--- src/design/pbs_regs.vh ---
// register offsets, field positions, reset values and timing counts for the bypass slot
`ifndef PBS_REGS_VH
`define PBS_REGS_VH

// register indices; byte address is four times the index
`define PBS_IDX_CTL 8'h22
`define PBS_IDX_IRQ_STAT 8'h24
`define PBS_IDX_IRQ_MASK 8'h25
`define PBS_IDX_IRQ_SRC 8'h26
`define PBS_IDX_PIN_CFG 8'h27

// control register fields
`define PBS_CTL_EN_BIT 7
`define PBS_CTL_SIG_DETECT_IRQ_ENABLE_BIT 6
`define PBS_CTL_FB_BIT 1
`define PBS_CTL_SD_BIT 0
`define PBS_CTL_UNUSED_VAL 4'h0

// control register reset values
`define PBS_RST_EN 1'b0
`define PBS_RST_SIG_DETECT_IRQ_ENABLE 1'b0
`define PBS_RST_FB 1'b1

// interrupt status and mask fields
`define PBS_IRQ_SD_BIT 0
`define PBS_IRQ_FBCLR_BIT 1
`define PBS_IRQ_W 2

// pin configuration fields, used only while the slot is disabled
`define PBS_CFG_OE5_BIT 0
`define PBS_CFG_OE4_BIT 1
`define PBS_CFG_D5_BIT 2
`define PBS_CFG_D4_BIT 3
`define PBS_CFG_W 4

// pins power up as inputs pulled high
`define PBS_PIN_RST_LEVEL 1'b1

// loss-of-signal to output latency bound
`define PBS_CLK_MHZ 50
`define PBS_LOS_MAX_NS 400
`define PBS_LOS_MAX_CYC ((`PBS_LOS_MAX_NS * `PBS_CLK_MHZ) / 1000)

`endif

--- src/design/pbs_pin_filter.v ---
// pin synchroniser with agreement filter for one input pin
`timescale 1ns/100ps
module pbs_pin_filter #(
    parameter RST_LEVEL = 1'b1
) (
    // clock and reset
    input wire hclk,
    input wire hresetn,
    // raw pin level
    input wire pin_i,
    // filtered level
    output reg level_q
);
    reg sync1_q; // first stage, only the second stage reads it
    reg sync2_q; // second stage
    reg sync3_q; // third stage

    // three-stage chain; level moves only when stages two and three agree
    always @(posedge hclk or negedge hresetn) begin
        if (!hresetn) begin
            sync1_q <= RST_LEVEL;
            sync2_q <= RST_LEVEL;
            sync3_q <= RST_LEVEL;
            level_q <= RST_LEVEL;
        end else begin
            sync1_q <= pin_i;
            sync2_q <= sync1_q;
            sync3_q <= sync2_q;
            if (sync2_q == sync3_q) begin
                level_q <= sync3_q;
            end
        end
    end
endmodule

--- src/design/pbs_slot.v ---
// port bypass slot: ahb-lite registers, pin takeover, signal-detect interrupt
`timescale 1ns/100ps
`include "pbs_regs.vh"

// Notes on behaviour
// enable turns two pins into bypass/detect
// enable overrides pin config except bypass select
// disabled slot ignores other control bits
// enabled detect transitions assert active-low interrupt
// interrupt loads source register with 22h
// no interrupt while detect interrupt disabled; bypass clear events still raise irq when mask bit 1 is set
// bypass bit set keeps circuit normal
// bypass bit clear drives circuit into bypass
// low filtered detect clears bypass bit quickly
// read values come through synchroniser and filter
// enabled detect bit is read-only pin mirror
// detect bit one means signal present
// pins power up as pulled-up inputs
// software reads default, then writes with enable
// software changes bypass only while detect high
// unused bits ignore writes, read constant
module pbs_slot #(
    parameter ADDR_W = 8
) (
    // clock and reset
    input wire hclk,
    input wire hresetn,
    // ahb-lite slave
    input wire hsel,
    input wire [ADDR_W-1:0] haddr,
    input wire [1:0] htrans,
    input wire hwrite,
    input wire [2:0] hsize,
    input wire hready,
    input wire [31:0] hwdata,
    output reg [31:0] hrdata,
    output reg hreadyout,
    output reg hresp,
    // bypass select override from the bit control logic
    input wire bsel_active,
    input wire bsel_value,
    // force-bypass pin
    input wire port3_pin5_i,
    output reg port3_pin5_o,
    output reg port3_pin5_oe,
    // signal-detect pin
    input wire port3_pin4_i,
    output reg port3_pin4_o,
    output reg port3_pin4_oe,
    // interrupts
    output reg irq,
    output reg int_n,
    output reg [7:0] bypass_irq_source
);
    // byte addresses of the registers; index times four, kept at full width
    // so that shifting the 8-bit index never drops a bit
    localparam [9:0] A_CTL = {`PBS_IDX_CTL, 2'b00};
    localparam [9:0] A_STAT = {`PBS_IDX_IRQ_STAT, 2'b00};
    localparam [9:0] A_MASK = {`PBS_IDX_IRQ_MASK, 2'b00};
    localparam [9:0] A_SRC = {`PBS_IDX_IRQ_SRC, 2'b00};
    localparam [9:0] A_CFG = {`PBS_IDX_PIN_CFG, 2'b00};
    // one-hot register selects
    localparam [4:0] S_CTL = 5'h01;
    localparam [4:0] S_STAT = 5'h02;
    localparam [4:0] S_MASK = 5'h04;
    localparam [4:0] S_SRC = 5'h08;
    localparam [4:0] S_CFG = 5'h10;

    // address decode shared by read and write paths; unmapped gives zero
    function [4:0] pbs_decode;
        input [ADDR_W-1:0] a;
        begin
            // address bits above the low byte are not decoded
            case ({2'b00, a[7:0]})
                A_CTL: pbs_decode = S_CTL;
                A_STAT: pbs_decode = S_STAT;
                A_MASK: pbs_decode = S_MASK;
                A_SRC: pbs_decode = S_SRC;
                A_CFG: pbs_decode = S_CFG;
                default: pbs_decode = 5'h00;
            endcase
        end
    endfunction

    // filtered pin levels
    // both pins pass the same three-stage filter, so a pin change is seen
    // four clocks late at the earliest; a glitch of a single clock never
    // reaches the control logic
    wire [1:0] pin_raw; // bit 0 detect pin, bit 1 bypass pin
    wire [1:0] pin_filt; // synchronised and filtered copies
    assign pin_raw = {port3_pin5_i, port3_pin4_i};

    // one filter per pin; the detect pin and the bypass pin readback both pass one
    genvar gi;
    generate
        for (gi = 0; gi < 2; gi = gi + 1) begin : g_filt
            pbs_pin_filter #(
                .RST_LEVEL(`PBS_PIN_RST_LEVEL)
            ) u_filt (
                .hclk(hclk),
                .hresetn(hresetn),
                .pin_i(pin_raw[gi]),
                .level_q(pin_filt[gi])
            );
        end
    endgenerate

    wire sd_filt; // filtered detect level, one means signal present
    wire fb_pin_filt; // filtered level seen on the bypass pin
    assign sd_filt = pin_filt[0];
    assign fb_pin_filt = pin_filt[1];

    // control and status state
    // these bits keep their values with the slot off; software can stage
    // the interrupt enable and bypass level before the takeover
    reg en_q; // slot takeover enable
    reg sig_detect_irq_enable_q; // detect interrupt enable
    reg fb_q; // force bypass control
    reg [`PBS_IRQ_W-1:0] stat_q; // sticky events
    reg [`PBS_IRQ_W-1:0] mask_q; // interrupt mask
    reg [`PBS_CFG_W-1:0] cfg_q; // plain pin config when slot disabled
    reg sd_prev_q; // last filtered detect level for edge finding

    // ahb data phase tracking
    // only one access is ever outstanding, so one select register suffices
    reg wr_pend_q; // write data phase in progress
    reg rd_pend_q; // read wait cycle in progress
    reg [4:0] dsel_q; // register selected by the pending access

    // address phase qualification
    // a read wait state holds hreadyout low, so no new address phase
    // can be taken while a read is being answered
    wire addr_ok; // valid transfer offered to this slave
    wire wr_fire; // write data present this cycle
    assign addr_ok = hsel & hready & htrans[1];
    assign wr_fire = wr_pend_q;

    // write strobes per register
    // strobes are live only in the data phase of a write, while hwdata
    // stands on the bus
    wire wr_ctl;
    wire wr_stat;
    wire wr_mask;
    wire wr_src;
    wire wr_cfg;
    assign wr_ctl = wr_fire & dsel_q[0];
    assign wr_stat = wr_fire & dsel_q[1];
    assign wr_mask = wr_fire & dsel_q[2];
    assign wr_src = wr_fire & dsel_q[3];
    assign wr_cfg = wr_fire & dsel_q[4];

    // events
    wire sd_edge; // filtered transition while taken over with the detect interrupt enabled
    wire fb_hw_clr; // hardware clear condition on the bypass bit
    wire fb_clr_evt; // bypass bit actually knocked down
    wire en_next; // enable as it will be after this cycle
    // en_next lets the write that sets the enable also see a missing signal,
    // so a slot switched on without a signal drops into bypass at once
    // instead of showing one clock of normal mode
    assign en_next = wr_ctl ? hwdata[`PBS_CTL_EN_BIT] : en_q;
    assign sd_edge = en_q & sig_detect_irq_enable_q & (sd_filt != sd_prev_q);
    assign fb_hw_clr = en_next & ~sd_filt;
    assign fb_clr_evt = fb_hw_clr & (fb_q | (wr_ctl & hwdata[`PBS_CTL_FB_BIT]));

    // readback of the control register
    // with the slot off the bypass bit reads the pin itself, which is how
    // software learns a strap set by an external pull-down before enabling
    wire [7:0] ctl_rd; // bypass bit: enabled, own bit; disabled, pin level via filter; detect bit always the filtered pin
    assign ctl_rd = {en_q, sig_detect_irq_enable_q, `PBS_CTL_UNUSED_VAL,
                     en_q ? fb_q : fb_pin_filt,
                     sd_filt};

    // read mux
    reg [31:0] rd_mux;
    always @* begin
        rd_mux = 32'h0000_0000;
        case (dsel_q)
            S_CTL: rd_mux = {24'h00_0000, ctl_rd};
            S_STAT: rd_mux = {{(32-`PBS_IRQ_W){1'b0}}, stat_q};
            S_MASK: rd_mux = {{(32-`PBS_IRQ_W){1'b0}}, mask_q};
            S_SRC: rd_mux = {24'h00_0000, bypass_irq_source};
            S_CFG: rd_mux = {{(32-`PBS_CFG_W){1'b0}}, cfg_q};
            default: rd_mux = 32'h0000_0000; // unmapped reads zero
        endcase
    end

    // bus front end: writes take no wait, reads take one so data is fresh
    // the wait lets a read straight after a write see the new value, at the
    // cost of one clock per read; hresp never leaves okay because every
    // address answers, unmapped ones with zero
    always @(posedge hclk or negedge hresetn) begin
        if (!hresetn) begin
            wr_pend_q <= 1'b0;
            rd_pend_q <= 1'b0;
            dsel_q <= 5'h00;
            hreadyout <= 1'b1;
            hrdata <= 32'h0000_0000;
            hresp <= 1'b0;
        end else begin
            hresp <= 1'b0; // always okay
            wr_pend_q <= 1'b0;
            if (rd_pend_q) begin
                // wait cycle over: sample state after any prior write
                hrdata <= rd_mux;
                hreadyout <= 1'b1;
                rd_pend_q <= 1'b0;
            end else if (addr_ok) begin
                // hsize ignored; only whole words are expected
                dsel_q <= pbs_decode(haddr);
                if (hwrite) begin
                    wr_pend_q <= 1'b1;
                end else begin
                    rd_pend_q <= 1'b1;
                    hreadyout <= 1'b0;
                end
            end
        end
    end

    // control register; disabled slot keeps bits but they steer nothing
    // a software set of the bypass bit while the signal is gone would only
    // pulse the pin into normal mode, so the hardware clear wins
    always @(posedge hclk or negedge hresetn) begin
        if (!hresetn) begin
            en_q <= `PBS_RST_EN;
            sig_detect_irq_enable_q <= `PBS_RST_SIG_DETECT_IRQ_ENABLE;
            fb_q <= `PBS_RST_FB;
        end else begin
            if (wr_ctl) begin
                en_q <= hwdata[`PBS_CTL_EN_BIT];
                sig_detect_irq_enable_q <= hwdata[`PBS_CTL_SIG_DETECT_IRQ_ENABLE_BIT];
            end
            // hardware clear beats a software set
            if (fb_hw_clr) begin
                fb_q <= 1'b0;
            end else if (wr_ctl) begin
                fb_q <= hwdata[`PBS_CTL_FB_BIT];
            end
        end
    end

    // edge tracker runs always so enabling does not fake a transition
    // it resets to the pull-up level the filters come up with, so the
    // release of reset shows no edge either
    always @(posedge hclk or negedge hresetn) begin
        if (!hresetn) begin
            sd_prev_q <= `PBS_PIN_RST_LEVEL;
        end else begin
            sd_prev_q <= sd_filt;
        end
    end

    // sticky status, write one to clear; a new event wins over the clear
    // status bit one records each hardware knock-down of the bypass bit,
    // which software cannot otherwise tell from its own write
    always @(posedge hclk or negedge hresetn) begin
        if (!hresetn) begin
            stat_q <= {`PBS_IRQ_W{1'b0}};
        end else begin
            if (wr_stat) begin
                stat_q <= stat_q & ~hwdata[`PBS_IRQ_W-1:0];
            end
            if (sd_edge) begin
                stat_q[`PBS_IRQ_SD_BIT] <= 1'b1;
            end
            if (fb_clr_evt) begin
                stat_q[`PBS_IRQ_FBCLR_BIT] <= 1'b1;
            end
        end
    end

    // source register: any write clears it, a new detect event wins
    // it holds the register index of this slot, so one read tells
    // software which slot raised the interrupt
    always @(posedge hclk or negedge hresetn) begin
        if (!hresetn) begin
            bypass_irq_source <= 8'h00;
        end else if (sd_edge) begin
            bypass_irq_source <= `PBS_IDX_CTL;
        end else if (wr_src) begin
            bypass_irq_source <= 8'h00;
        end
    end

    // mask and plain pin config
    // the pin config reaches the pins only with the slot off; it lets the
    // two pins serve as plain outputs when no bypass circuit is fitted
    always @(posedge hclk or negedge hresetn) begin
        if (!hresetn) begin
            mask_q <= {`PBS_IRQ_W{1'b0}};
            cfg_q <= {`PBS_CFG_W{1'b0}};
        end else begin
            if (wr_mask) begin
                mask_q <= hwdata[`PBS_IRQ_W-1:0];
            end
            if (wr_cfg) begin
                cfg_q <= hwdata[`PBS_CFG_W-1:0];
            end
        end
    end

    // interrupt outputs, registered
    // one clock behind the status; both polarities come from flops so
    // neither output can glitch while the status is cleared
    always @(posedge hclk or negedge hresetn) begin
        if (!hresetn) begin
            irq <= 1'b0;
            int_n <= 1'b1;
        end else begin
            irq <= |(stat_q & mask_q);
            int_n <= ~|(stat_q & mask_q);
        end
    end

    // pin drivers; after reset both pins float as inputs for the pull-ups
    // oe high means the slot drives the pin; the pull-ups set the level
    // seen while it floats
    // the bypass select path is honoured only while the slot is taken over
    always @(posedge hclk or negedge hresetn) begin
        if (!hresetn) begin
            port3_pin5_o <= 1'b0;
            port3_pin5_oe <= 1'b0;
            port3_pin4_o <= 1'b0;
            port3_pin4_oe <= 1'b0;
        end else if (en_q) begin
            // takeover: push-pull bypass output, detect pin input
            port3_pin5_oe <= 1'b1;
            port3_pin4_oe <= 1'b0;
            port3_pin4_o <= 1'b0;
            if (bsel_active) begin
                port3_pin5_o <= bsel_value;
            end else begin
                // high keeps normal mode, low forces bypass; a software clear
                // lands on the pin one cycle after fb_q drops, a hardware clear at the same edge
                port3_pin5_o <= fb_q & ~fb_hw_clr;
            end
        end else begin
            // slot off: control bits have no say over the pins
            port3_pin5_oe <= cfg_q[`PBS_CFG_OE5_BIT];
            port3_pin5_o <= cfg_q[`PBS_CFG_D5_BIT];
            port3_pin4_oe <= cfg_q[`PBS_CFG_OE4_BIT];
            port3_pin4_o <= cfg_q[`PBS_CFG_D4_BIT];
        end
    end
endmodule

--- config.mk ---
export PLATFORM = sky130hd
export DESIGN_NAME = pbs_slot
export DESIGN_NICKNAME = d
export VERILOG_FILES = /design/src/design/pbs_pin_filter.v /design/src/design/pbs_slot.v
export VERILOG_INCLUDE_DIRS = /design/src /design/src/design
export SDC_FILE = /design/constraint.sdc
export NUM_CORES = 1
export LEC_CHECK = 0
export BUFFER_PORTS_ARGS = -buffer_cell sky130_fd_sc_hd__buf_2
export CAP_MARGIN = 20
export CORE_MARGIN = 1.5
export CORE_UTILIZATION = 34
export DETAILED_ROUTE_END_ITERATION = 12
export PLACE_DENSITY = 0.65
export SLEW_MARGIN = 20
export SYNTH_ARGS = -nofsm -noshare
export SYNTH_HDL_FRONTEND = slang
export SYNTH_HIERARCHICAL = 1
export SYNTH_SLANG_ARGS = --single-unit
--- constraint.sdc ---
create_clock -name hclk -period 1.5 [get_ports hclk]
set_clock_uncertainty 0.2 [all_clocks]
set_input_delay 0.3 -clock hclk [delete_from_list [all_inputs] [get_ports hclk]]
set_output_delay 0.3 -clock hclk [all_outputs]
set_load 0.01 [all_outputs]
==> impl_metrics.env <==
export IMPL_critPathLaunchType="register"
export IMPL_synth_common_cells="buf_4 (33), dfrtp_1 (30), nand2_1 (19)"
export IMPL_required_ns=1.53
export IMPL_fin_nets=303
export IMPL_placed_area_sq_um=2270
export IMPL_dp_cells=302
export IMPL_synth_warnings=6
export IMPL_cts_tree="built"
export IMPL_htree_levels=2
export IMPL_num_vias=1381
export IMPL_ctsLongestPathBuffers=2
export IMPL_synth_edf_count=0
export IMPL_dp_hpwl_mm=2.77
export IMPL_diodes=0
export IMPL_synth_main_ff_cell="dfrtp_1"
export IMPL_avgSynthCellArea_sq_um=11.1
export IMPL_grt_pass1_wl_mm=6.00
export IMPL_cts_root_buf="clkbuf_8"
export IMPL_setup_viol=2
export IMPL_fin_ws_ns=-0.0679
export IMPL_syn_area_sq_um=1980
export IMPL_cellPowerDensity_nw_per_um2=878
export IMPL_core_area_sq_um=5570
export IMPL_violations="setup timing"
export IMPL_synthCells=179
export IMPL_utilization_pct=44.7
export IMPL_hold_ws_ns=0.0114
export IMPL_grt_usage_pct=12.6
export IMPL_clkTransAtPathRegs_ns=0.07
export IMPL_final_instance_count_excl_fill=322
export IMPL_p_leak_uw=0.00123
export IMPL_rows=27
export IMPL_rsz0062_at_grt="true"
export IMPL_peakVddDrop_mv=0.420
export IMPL_hold_violations=0
export IMPL_cp_arrival_ns=1.60
export IMPL_cts_sinks=42
export IMPL_gr_total_overflow=0
export IMPL_wl_mm=3.89
export IMPL_first_pass_iters=4
export IMPL_die_w_microns=79.4
export IMPL_synth_top_area_share_pct=37.9
export IMPL_gp_congestion=0.811
export IMPL_async_reset_ff_share_pct=100
export IMPL_grt_pass1_vias=1287
export IMPL_drive_gt1_share_pct=43.2
export IMPL_grt_max_degree=43
export IMPL_cp_end_kind="register"
export IMPL_critPathMaxFanout=5
export IMPL_critPathKind="reg2reg"
export IMPL_final_cell_area_sq_um=2490
export IMPL_power_total_uw=2190
export IMPL_synth_cell_types=43
export IMPL_ys_seq_elements=42
export IMPL_io_pins=102
export IMPL_min_period_ns=1.57
export IMPL_wl_per_cell_microns=12.1
export IMPL_antenna_found_initial=0
export IMPL_ys_seq_area_share_pct=53.8
export IMPL_syn_to_final_growth_pct=25.6
export IMPL_die_area_sq_um=6300
export IMPL_drtIter0Drc=37
export IMPL_min_path_type="in2reg"
export IMPL_fmax_mhz=638
export IMPL_via_per_inst=4.29
export IMPL_drv_slew=0
export IMPL_port_buffers=39
export IMPL_route_detailed_drc=0
export IMPL_outcome="finished, violations left"
export IMPL_maxCapViolCount=0
export IMPL_fin_crit_sh_pct=105
export IMPL_initial_core_util_pct=35.6
export IMPL_synth_area_leader_cell="dfrtp_1"
export IMPL_insertion_delay_ns=0.29
export IMPL_cts_buffers=5
export IMPL_synth_most_common_cell="buf_4"
export IMPL_antenna_left=0
export IMPL_synth_area_leaders="dfrtp_1 (38%), dfstp_2 (16%), buf_4 (12%)"
export IMPL_die_h_microns=79.4
[final cells by class]
class / count / area [sq um]
well taps: 72 / 90.1
multi-input cells: 121 / 749
clock buffers: 7 / 86.3
clock inverters: 1 / 5.00
flip-flops and latches: 42 / 1070
fillers: 567 / 3080
inverters: 7 / 26.3
repair buffers: 72 / 465
[power breakdown]
group / internal (uW) / leakage, uW / switching [uW] / total [uW]
registers: 1200 / 0.000499 / 28.5 / 1220
clock network: 371 / 0.0000482 / 368 / 739
logic: 96.0 / 0.000681 / 129 / 225
[cells by family (layout without fill, tap and decap cells)]
group                    Yosys count  count (layout)  synth area share [%]
XOR/XNOR                           1               1                 0.442
AND/OR/NAND/NOR                   53              53                  14.6
other                              1              32                 0.189
flip-flops                        42              42                  53.8
adder cells (fa/ha/maj)            2               2                  1.14
AO/OA/AOI/OAI                     23              23                  8.20
buffers and inverters             47              87                  15.9
multiplexers                      10              10                  5.80
[routing by layer]
layer	part of all wire (%)	global-route usage [%]	vias to the layer above	wire [microns]
met1	44	15.7	652	1710
met2	50	20.5	43	1930
met3	4.9	3.43	6	192
met4	1.6	5.26	0	63
met5	0	0	-	0
li1	-	-	680	-
[placed cells by master, fill, tap and decap left out, drive strengths merged, types with 5 or more instances in the layout]
| master | count |
|---|---|
| nand3 | 5 |
| mux2 | 9 |
| conb | 32 |
| nand2 | 19 |
| nor2 | 7 |
| dfrtp | 30 |
| inv | 7 |
| nand3b | 5 |
| dfstp | 12 |
| buf | 68 |
| clkbuf | 7 |
[state kept, by name (all words and copies together), names as in the netlist, 2 cells and up]
| signal | count |
|---|---|
| g_filt.u_filt/sync1_q | 2 |
| mask_q | 2 |
| g_filt.u_filt/level_q | 2 |
| hrdata | 7 |
| g_filt.u_filt/sync2_q | 2 |
| g_filt.u_filt/sync3_q | 2 |
| stat_q | 2 |
| dsel_q | 5 |
| cfg_q | 4 |
[worst paths after layout]
| check | startpoint | endpoint | slack (ns) | depth (start not counted) |
|---|---|---|---|---|
| max | dsel_q[0] | hrdata[0] | -0.07 | 4 |
| min | haddr[2] | dsel_q[1] | 0.01 | 2 |
| max reg2reg | dsel_q[0] | hrdata[0] | -0.07 | 4 |
| min reg2reg | g_filt[0].u_filt/sync1_q | g_filt[0].u_filt/sync2_q | 0.16 | 0 |
| max in group asynchronous | hresetn | hreadyout | 0.52 | 3 |
| min in group asynchronous | hresetn | mask_q[1] | 0.31 | 3 |
[timing repair]
| item | CTS | global route |
|---|---|---|
| setup buffers | 5 | 3 |
| resized for setup | 4 | 4 |
| pin swaps | 2 | 4 |
| endpoints found under the setup margin | 5 | 13 |
| cloned | 0 | 0 |
| hold endpoints to repair | 33 | 0 |
| hold buffers | 4 | 0 |
[metrics by stage]
stage | TNS (ns) | worst slack (ns)
final | -0.103 | -0.0679
after global routing | -0.264 | -0.112
after CTS | -0.113 | -0.0668
after detailed placement | -0.352 | -0.0666
after global placement | -0.176 | -0.0531
after floorplan | -0.00520 | -0.00520
[critical path: stages (launching register included)]
cell       delay, ns
dfrtp_1         0.42
nand3b_1        0.21
a2111oi_2       0.37
a311o_1         0.17
mux2_4          0.15
Note: power is estimated with default switching activity, not from simulation.
